## config.mk

```make
export PLATFORM = sky130hd
export DESIGN_NAME = gie_expander
export DESIGN_NICKNAME = d
export VERILOG_FILES = /design/src/include/gie_pkg.sv /design/src/core/gie_expander.sv
export SDC_FILE = /design/constraint.sdc
export NUM_CORES = 1
export LEC_CHECK = 0
export BUFFER_PORTS_ARGS = -buffer_cell sky130_fd_sc_hd__buf_2
export CORE_ASPECT_RATIO = 0.8
export CORE_MARGIN = 5
export CORE_UTILIZATION = 40
export CTS_CLUSTER_SIZE = 10
export DETAILED_ROUTE_END_ITERATION = 10
export HOLD_SLACK_MARGIN = 0.15
export SETUP_SLACK_MARGIN = 0.1
export SLEW_MARGIN = 40
export SYNTH_ARGS = -nofsm -noshare
export SYNTH_HDL_FRONTEND = slang
export SYNTH_SLANG_ARGS = --single-unit
```

## constraint.sdc

```tcl
create_clock -name core_clk -period 5.04 [get_ports core_clk]
set_input_delay 1.008 -clock core_clk [delete_from_list [all_inputs] [get_ports core_clk]]
set_output_delay 1.008 -clock core_clk [all_outputs]
set_load 0.05 [all_outputs]
```

## src/include/gie_pkg.sv

```systemverilog
// grouped interrupt expander: shared constants, types and register map
package gie_pkg;

    // ------------------------------------------------------------------
    // structure sizes
    // ------------------------------------------------------------------
    localparam int unsigned GIE_NGRP  = 12;    // processor interrupt lines / groups
    localparam int unsigned GIE_NSRC  = 8;     // sources per group
    localparam int unsigned GIE_NEXT  = 3;     // irq one, irq two, non-maskable
    localparam int unsigned GIE_CNT_W = 16;    // stamp counter width

    // ------------------------------------------------------------------
    // register indices (byte address is four times the index)
    // ------------------------------------------------------------------
    localparam logic [15:0] GIE_IDX_CTRL     = 16'h0CE0;  // expander_control
    localparam logic [15:0] GIE_IDX_ACK      = 16'h0CE1;  // group_acknowledge
    localparam logic [15:0] GIE_IDX_EN_BASE  = 16'h0CE2;  // group_source_enable, step 2
    localparam logic [15:0] GIE_IDX_FLG_BASE = 16'h0CE3;  // group_source_flag, step 2
    localparam logic [15:0] GIE_IDX_X1_CFG   = 16'h7070;  // ext_irq1_config
    localparam logic [15:0] GIE_IDX_X2_CFG   = 16'h7071;  // ext_irq2_config
    localparam logic [15:0] GIE_IDX_NMI_CFG  = 16'h7077;  // ext_nmi_config
    localparam logic [15:0] GIE_IDX_X1_CTR   = 16'h7078;  // ext_irq1_stamp_counter
    localparam logic [15:0] GIE_IDX_X2_CTR   = 16'h7079;  // ext_irq2_stamp_counter
    localparam logic [15:0] GIE_IDX_NMI_CTR  = 16'h707F;  // ext_nmi_stamp_counter
    localparam logic [15:0] GIE_IDX_GRP_STEP = 16'h0002;

    // ------------------------------------------------------------------
    // field positions and reset values
    // ------------------------------------------------------------------
    localparam int unsigned GIE_CTRL_FETCH_BIT = 0;   // vector_fetch_enable
    localparam int unsigned GIE_CFG_EN_BIT     = 0;   // input enable
    localparam int unsigned GIE_CFG_SEL_BIT    = 1;   // non-maskable routing select only
    localparam int unsigned GIE_CFG_POL_BIT    = 2;   // 1 rising, 0 falling
    localparam logic [2:0]  GIE_CFG_RST        = 3'h0;
    localparam logic [7:0]  GIE_EN_RST         = 8'h00;
    localparam logic [7:0]  GIE_FLG_RST        = 8'h00;
    localparam logic [15:0] GIE_CNT_RST        = 16'h0000;

    // ------------------------------------------------------------------
    // carriers
    // ------------------------------------------------------------------
    typedef struct packed {
        logic       valid;     // one-cycle vector answer
        logic [3:0] group;     // 0 = first processor line
        logic [2:0] source;    // 0 = highest priority source
    } gie_vec_s;

endpackage : gie_pkg

```

## src/core/gie_expander.sv

```systemverilog
// grouped interrupt expander with external interrupt configuration and stamps
//
// Design decision made here: the APB interface to the registers.
`timescale 1ns/1ns

module gie_expander
    import gie_pkg::*;
(
    input  wire logic                       core_clk,
    input  wire logic                       rst_n,
    input  wire logic                       psel,
    input  wire logic                       penable,
    input  wire logic                       pwrite,
    input  wire logic [31:0]                paddr,
    input  wire logic [31:0]                pwdata,
    output logic      [31:0]                prdata,
    output logic                            pready,
    output logic                            pslverr,
    input  wire logic [GIE_NGRP*GIE_NSRC-1:0] grouped_source_irq,
    output logic      [GIE_NGRP-1:0]        cpu_irq_line,
    input  wire logic                       fetch_req,
    input  wire logic [3:0]                 fetch_group,
    output gie_vec_s                        vec,
    output logic                            vector_fetch_enable,
    input  wire logic [GIE_NEXT-1:0]        ext_pin,
    output logic      [GIE_NEXT-1:0]        ext_irq_event
);

    // ------------------------------------------------------------------
    // helpers
    // ------------------------------------------------------------------
    // lowest set bit wins: source 0 has top priority
    function automatic logic [2:0] gie_first_set(input logic [7:0] v);
        logic [2:0] r;
        r = 3'h0;
        for (int i = GIE_NSRC - 1; i >= 0; i--) begin
            if (v[i]) begin
                r = 3'(i);
            end
        end
        return r;
    endfunction : gie_first_set

    // index of a group register: base plus two per group
    function automatic logic [15:0] gie_grp_idx(input logic [15:0] base, input int g);
        return 16'(base + GIE_IDX_GRP_STEP * 16'(g));
    endfunction : gie_grp_idx

    // ------------------------------------------------------------------
    // state
    // ------------------------------------------------------------------
    logic [7:0]          en_q   [GIE_NGRP];
    logic [7:0]          en_d   [GIE_NGRP];
    logic [7:0]          flg_q  [GIE_NGRP];
    logic [7:0]          flg_d  [GIE_NGRP];
    logic [GIE_NGRP-1:0] blk_q, blk_d;
    logic [GIE_NGRP-1:0] irq_q, irq_d;
    logic [GIE_NGRP*GIE_NSRC-1:0] src_prev_q;
    logic                fetch_en_q, fetch_en_d;
    gie_vec_s            vec_q, vec_d;
    logic [2:0]          cfg_q  [GIE_NEXT];
    logic [2:0]          cfg_d  [GIE_NEXT];
    logic [15:0]         cnt_q  [GIE_NEXT];
    logic [15:0]         cnt_d  [GIE_NEXT];
    logic [GIE_NEXT-1:0] pin_prev_q, evt, evt_q;
    logic [31:0]         rdata_q, rdata_d;
    logic                ready_q, ready_d, err_q, err_d;
    logic [15:0]         idx;
    logic                aligned, wr_acc;
    logic [GIE_NGRP-1:0] ready_grp, issue, take;
    logic [2:0]          take_src [GIE_NGRP];

    assign idx     = paddr[17:2];
    assign aligned = (paddr[1:0] == 2'h0) && (paddr[31:18] == 14'h0000);
    // a write lands only at the access edge that also sees pready, never on a refused address
    assign wr_acc  = psel && penable && pwrite && ready_q && aligned;

    // ------------------------------------------------------------------
    // apb slave: decode at the setup edge, answer in the access phase
    // ------------------------------------------------------------------
    always_comb begin
        rdata_d = 32'h0000_0000;
        err_d   = 1'b0;
        ready_d = psel && !penable;
        if (psel && !penable) begin
            if (!aligned) begin
                err_d = 1'b1;
            end else if (idx == GIE_IDX_CTRL) begin
                rdata_d[GIE_CTRL_FETCH_BIT] = fetch_en_q;
            end else if (idx == GIE_IDX_ACK) begin
                rdata_d[GIE_NGRP-1:0] = blk_q;
            end else if (idx == GIE_IDX_X1_CFG || idx == GIE_IDX_X2_CFG) begin
                rdata_d[GIE_CFG_EN_BIT]  = cfg_q[idx == GIE_IDX_X2_CFG][GIE_CFG_EN_BIT];
                rdata_d[GIE_CFG_POL_BIT] = cfg_q[idx == GIE_IDX_X2_CFG][GIE_CFG_POL_BIT];
            end else if (idx == GIE_IDX_NMI_CFG) begin
                rdata_d[2:0] = cfg_q[2];
            end else if (idx == GIE_IDX_X1_CTR) begin
                rdata_d[15:0] = cnt_q[0];
            end else if (idx == GIE_IDX_X2_CTR) begin
                rdata_d[15:0] = cnt_q[1];
            end else if (idx == GIE_IDX_NMI_CTR) begin
                rdata_d[15:0] = cnt_q[2];
            end else begin
                err_d = 1'b1;
                for (int g = 0; g < GIE_NGRP; g++) begin
                    if (idx == gie_grp_idx(GIE_IDX_EN_BASE, g)) begin
                        rdata_d[7:0] = en_q[g];
                        err_d        = 1'b0;
                    end
                    if (idx == gie_grp_idx(GIE_IDX_FLG_BASE, g)) begin
                        rdata_d[7:0] = flg_q[g];
                        err_d        = 1'b0;
                    end
                end
            end
        end
    end

    // bus answer registers
    always_ff @(posedge core_clk or negedge rst_n) begin
        if (!rst_n) begin
            rdata_q <= 32'h0000_0000;
            ready_q <= 1'b0;
            err_q   <= 1'b0;
        end else begin
            rdata_q <= rdata_d;
            ready_q <= ready_d;
            err_q   <= err_d;
        end
    end

    // ------------------------------------------------------------------
    // per-group enable, flag, block and pulse
    // ------------------------------------------------------------------
    for (genvar g = 0; g < GIE_NGRP; g++) begin : g_grp
        logic [7:0] rise;
        logic [7:0] clr;
        assign rise         = grouped_source_irq[g*GIE_NSRC +: GIE_NSRC]
                            & ~src_prev_q[g*GIE_NSRC +: GIE_NSRC];
        assign ready_grp[g] = |(flg_q[g] & en_q[g]);
        // a fetch for this group takes the top pending enabled source
        assign take[g]      = fetch_req && fetch_en_q && (fetch_group == 4'(g))
                            && ready_grp[g];
        assign take_src[g]  = gie_first_set(flg_q[g] & en_q[g]);
        assign issue[g]     = fetch_en_q && ready_grp[g] && !blk_q[g];

        always_comb begin
            en_d[g]  = en_q[g];
            flg_d[g] = flg_q[g];
            clr      = 8'h00;
            if (wr_acc && idx == gie_grp_idx(GIE_IDX_EN_BASE, g)) begin
                en_d[g] = pwdata[7:0];
            end
            if (wr_acc && idx == gie_grp_idx(GIE_IDX_FLG_BASE, g)) begin
                clr = ~pwdata[7:0];
            end
            if (take[g]) begin
                clr[take_src[g]] = 1'b1;
            end
            // a new edge wins over any clear in the same cycle
            flg_d[g] = (flg_q[g] & ~clr) | rise;
        end

        always_comb begin
            blk_d[g] = blk_q[g];
            irq_d[g] = issue[g];
            if (wr_acc && idx == GIE_IDX_ACK && pwdata[g]) begin
                blk_d[g] = 1'b0;
            end
            if (issue[g]) begin
                blk_d[g] = 1'b1;
            end
        end

        always_ff @(posedge core_clk or negedge rst_n) begin
            if (!rst_n) begin
                en_q[g]  <= GIE_EN_RST;
                flg_q[g] <= GIE_FLG_RST;
                blk_q[g] <= 1'b0;
                irq_q[g] <= 1'b0;
            end else begin
                en_q[g]  <= en_d[g];
                flg_q[g] <= flg_d[g];
                blk_q[g] <= blk_d[g];
                irq_q[g] <= irq_d[g];
            end
        end
    end

    // ------------------------------------------------------------------
    // control bit and vector answer
    // ------------------------------------------------------------------
    always_comb begin
        fetch_en_d = fetch_en_q;
        vec_d      = '0;
        if (wr_acc && idx == GIE_IDX_CTRL) begin
            fetch_en_d = pwdata[GIE_CTRL_FETCH_BIT];
        end
        // bypassed: no vector comes from here and no flag is taken
        if (fetch_req && fetch_en_q && take[fetch_group]) begin
            vec_d.valid  = 1'b1;
            vec_d.group  = fetch_group;
            vec_d.source = take_src[fetch_group];
        end
    end

    always_ff @(posedge core_clk or negedge rst_n) begin
        if (!rst_n) begin
            fetch_en_q <= 1'b0;
            vec_q      <= '0;
            src_prev_q <= '0;
        end else begin
            fetch_en_q <= fetch_en_d;
            vec_q      <= vec_d;
            src_prev_q <= grouped_source_irq;
        end
    end

    // ------------------------------------------------------------------
    // external inputs: configuration, edge select, stamp counters
    // ------------------------------------------------------------------
    for (genvar x = 0; x < GIE_NEXT; x++) begin : g_ext
        localparam logic [15:0] CFG_IDX = (x == 0) ? GIE_IDX_X1_CFG
                                        : (x == 1) ? GIE_IDX_X2_CFG : GIE_IDX_NMI_CFG;
        // selected edge only, gated by the enable bit
        assign evt[x] = cfg_q[x][GIE_CFG_EN_BIT] && (cfg_q[x][GIE_CFG_POL_BIT]
                      ? (ext_pin[x] && !pin_prev_q[x])
                      : (!ext_pin[x] && pin_prev_q[x]));

        always_comb begin
            cfg_d[x] = cfg_q[x];
            cnt_d[x] = cnt_q[x];
            if (wr_acc && idx == CFG_IDX) begin
                cfg_d[x][GIE_CFG_EN_BIT]  = pwdata[GIE_CFG_EN_BIT];
                cfg_d[x][GIE_CFG_POL_BIT] = pwdata[GIE_CFG_POL_BIT];
                // routing select exists only for the non-maskable input
                cfg_d[x][GIE_CFG_SEL_BIT] = (x == 2) ? pwdata[GIE_CFG_SEL_BIT] : 1'b0;
            end
            if (evt[x]) begin
                cnt_d[x] = GIE_CNT_RST;
            end else if (cfg_q[x][GIE_CFG_EN_BIT]) begin
                cnt_d[x] = cnt_q[x] + 16'h0001;                        // wraps
            end
        end

        always_ff @(posedge core_clk or negedge rst_n) begin
            if (!rst_n) begin
                cfg_q[x]      <= GIE_CFG_RST;
                cnt_q[x]      <= GIE_CNT_RST;
                pin_prev_q[x] <= 1'b0;
                evt_q[x]      <= 1'b0;
            end else begin
                cfg_q[x]      <= cfg_d[x];
                cnt_q[x]      <= cnt_d[x];
                pin_prev_q[x] <= ext_pin[x];
                evt_q[x]      <= evt[x];
            end
        end
    end

    // ------------------------------------------------------------------
    // outputs, all from flip-flops
    // ------------------------------------------------------------------
    assign prdata              = rdata_q;
    assign pready              = ready_q;
    assign pslverr             = err_q;
    assign cpu_irq_line        = irq_q;
    assign vec                 = vec_q;
    assign vector_fetch_enable = fetch_en_q;
    assign ext_irq_event       = evt_q;
endmodule : gie_expander

```

==> run summary <==
Max Clock Skew -> 0.02299 ns
Internal power -> 5.052 mW
Global-route wire length before repair -> 108600 um
Cells on worst reg2reg path -> 9
Syn_area_per_cell -> 9.796 um2
Fin area -> 22740 um2
Max Slew Vio Count -> 0
Later-pin clock latency in the skew report -> 0.58 ns
Critical path launch point type -> input port
Vias in the first global route -> 16993
Tightest Pin Transition -> 0.9165 ns
Arrival time worst endpoint -> 4.23 ns
Starting Density -> 40.64%
Avg WL per Cell -> 25.17 um
R2r setup slk -> 1.97 ns
R2R Path Start -> en_q[51]
Largest buffer count on any clock path -> 3
Clock Sinks -> 400
Setup CP Type -> in -> reg
WHS Path Cells -> 1
Clk pin slew, worst setup/hold paths -> 0.06 ns
Final net count -> 2383
Cells after Synth -> 2018
DR iter-0 viols -> 2302
Pre-Repair DR Iteration Count -> 7
Hold Buf Count CTS -> 0
Most used flip-flop cell after synthesis -> dfrtp_1
Total Wirelength -> 71710 um
Vias post-DR -> 17435
CTS HTree Levels -> 2
Layout cells sized above 1 -> 19.16%
Die H -> 208.8 um
Leak Pwr -> 9.904 nW
Maximum vdd drop -> 0.0002049 V
PostCTS Resize Cnt -> 0
R2R Path End -> vec[2]
Max Cap Violations -> 0
Largest net degree at the start of global routing -> 138
TritonCTS Buffers -> 47
Worst-case headroom to the max-slew limit -> 38.90%
Cell row count -> 72
Min Tclk post-route -> 3.803 ns
P_sw -> 1.586 mW
Status -> finished clean
Worst Min Path Start -> src_prev_q[40]
Die span in x -> 258.5 um
DR DRC count -> 0
Yosys warns -> 0
PD cells -> 291.9 nW/um2
CTS Root Buffer Type -> clkbuf_16
Initial antenna violation count -> 1
Finished Layout Cells -> 2849
Hold EP -> flg_q[48]
Post-synthesis cell type count -> 85
DP Cell Count -> 2786
Most common cell after layout, fill and taps aside -> dfrtp_1
Sequential share of power -> 49.2%
Via density -> 6.120
Fin crit share -> 75.45%
Final TNS setup -> 0 ns
Commonest non-fill, non-tap cells in the layout -> 400 x dfrtp_1, 282 x nand2_1, 189 x buf_2
Number of synthesized register bits -> 400
Routability cong. -> 0.9587
Max frequency -> 0.2630 GHz
Seq/Total Area, Yosys -> 50.64%
Placed Area -> 21430 um2
TritonCTS clock tree -> done
Final Hold Vio Count -> 0
Largest fanout on the critical path -> 10
Core area -> 48650 um2
Die area -> 53990 um2
Unrepaired setup endpoints after global routing -> false
Hold Crit Class -> reg -> reg
IO Pins -> 231
Sw Ratio -> 23.90%
Layout area overhead -> 15.05%
Post-synth EDFFs -> 0
Async SR Flop Fraction -> 100.0%
GRT Total Usage -> 26.07%
GRT overflow -> 0
Critical path data required time -> 5.47 ns
Port buffer count -> 194
Final Setup Violations -> 0
Post-detail-place hpwl -> 52690 um
Filler cells -> 4656
Mapped Area -> 19770 um2
Gate power share -> 6.3%
Post-CTS Setup Repair Bufs -> 0
Critical path endpoint category -> flop
DRT antenna net count -> 0
Clock power frac -> 44.5%
==> per-layer routing <==
metal,vias to the layer above,global-route usage (%),wire length [um]
met1,8689,39.85,32200
met3,147,5.395,7055
li1,7669,-,-
met5,-,0,12
met2,928,38.06,30500
met4,2,6.427,1947
==> cell usage after synthesis, types with 4 or more instances <==
library cell	instances	area, um2
o22ai_1	27	168.9
and2_1	20	125.1
nand3_1	73	365.4
a221oi_1	11	96.34
a21oi_1	61	305.3
a21o_1	15	112.6
o21a_1	10	75.07
o31ai_1	7	52.55
and3_1	15	93.84
xor2_1	24	210.2
nand2_1	282	1059
inv_1	124	465.5
nor3_1	41	205.2
a21boi_0	5	37.54
buf_2	8	40.04
a31oi_1	5	31.28
nor2b_1	16	100.1
a32o_1	6	60.06
a22o_1	9	78.83
clkbuf_1	71	266.5
a22oi_1	57	427.9
and3b_1	7	61.31
nor3b_1	16	120.1
buf_4	17	127.6
o221ai_1	47	411.6
mux2_2	107	1205
mux4_2	10	225.2
xnor2_1	6	52.55
or3_1	7	43.79
a32oi_1	13	113.9
a222oi_1	14	140.1
a41oi_1	4	35.03
buf_1	4	15.01
o211ai_1	47	352.8
nand2b_1	16	100.1
nor2_1	123	461.7
mux2i_1	14	140.1
nor4_1	13	81.33
a211oi_1	6	45.04
dfrtp_1	400	10010
nand4_1	15	93.84
o21ai_0	175	875.8
==> state kept, by name (all words and copies together) (netlist names), 3 cells and up <==
| signal | cells |
|---|---|
| cnt_q | 48 |
| src_prev_q | 96 |
| pin_prev_q | 3 |
| cpu_irq_line | 12 |
| ext_irq_event | 3 |
| flg_q | 96 |
| en_q | 96 |
| cfg_q | 7 |
| prdata | 16 |
| blk_q | 12 |
| vec | 8 |
==> power by group through the flow <==
stage,combinational (mW),sequential [mW],clock (mW)
after floorplan,0.170,3.33,0
after global routing,0.449,3.27,3.15
after global placement,0.405,3.32,0
final,0.419,3.27,2.95
after detailed placement,0.410,3.32,0
after CTS,0.411,3.27,3.03
==> area by class of cell <==
| class | count | area (um2) | share of cell area (%) |
|---|---|---|---|
| sequential | 400 | 10010 | 44.01 |
| multi-input combinational | 1406 | 8921 | 39.23 |
| timing repair buffer | 227 | 1296 | 5.700 |
| clock buffer | 56 | 1230 | 5.408 |
| tap | 629 | 787.0 | 3.461 |
| inverter | 125 | 469.2 | 2.063 |
| clock inverter | 4 | 23.77 | 0.1045 |
| antenna | 2 | 5.005 | 0.02201 |
==> worst max-delay path, stage by stage <==
cell and delay [ns]:
buf_2 0.10, nand4b_1 0.35, or4_1 0.92, nor4_4 0.65, nor4_1 0.12, o21ai_0 0.16, a22oi_1 0.19, o21ai_0 0.53
a41oi_1 0.18
==> per-stage QoR <==
step                utilization, %  worst slack (ns)  total power, mW  hold WS (ns)
floorplan                        -             1.862            3.497        0.3996
global placement             44.04            0.8587            3.726        0.4040
detailed placement           44.05            0.8155            3.732        0.4073
CTS                          46.63             1.434            6.703        0.4134
global route                 46.74             1.156            6.867        0.4201
finish                       46.75             1.237            6.638        0.4102
==> worst max path at each step <==
stage / startpoint / to / slack (ns)
2_1_floorplan: paddr[10] / prdata[5] / 1.86
3_3_place_gp: paddr[14] / prdata[7] / 0.86
3_5_place_dp: paddr[14] / prdata[7] / 0.82
4_1_cts: paddr[14] / prdata[7] / 1.43
5_1_grt: paddr[14] / prdata[4] / 1.16
6_report: paddr[14] / prdata[7] / 1.24
==> cell families (layout without fill, tap and decap cells) <==
group | Yosys count | after routing | synth area share, %
simple gates | 673 | 673 | 16.19
other cells | 1 | 18 | 0.01897
compound gates | 553 | 553 | 18.93
buf+inv | 227 | 412 | 4.760
fa+ha+maj | 3 | 3 | 0.1899
xor+xnor | 30 | 30 | 1.329
mux | 131 | 131 | 7.944
flops | 400 | 400 | 50.64
No activity file was read; power rests on OpenSTA's default activity.
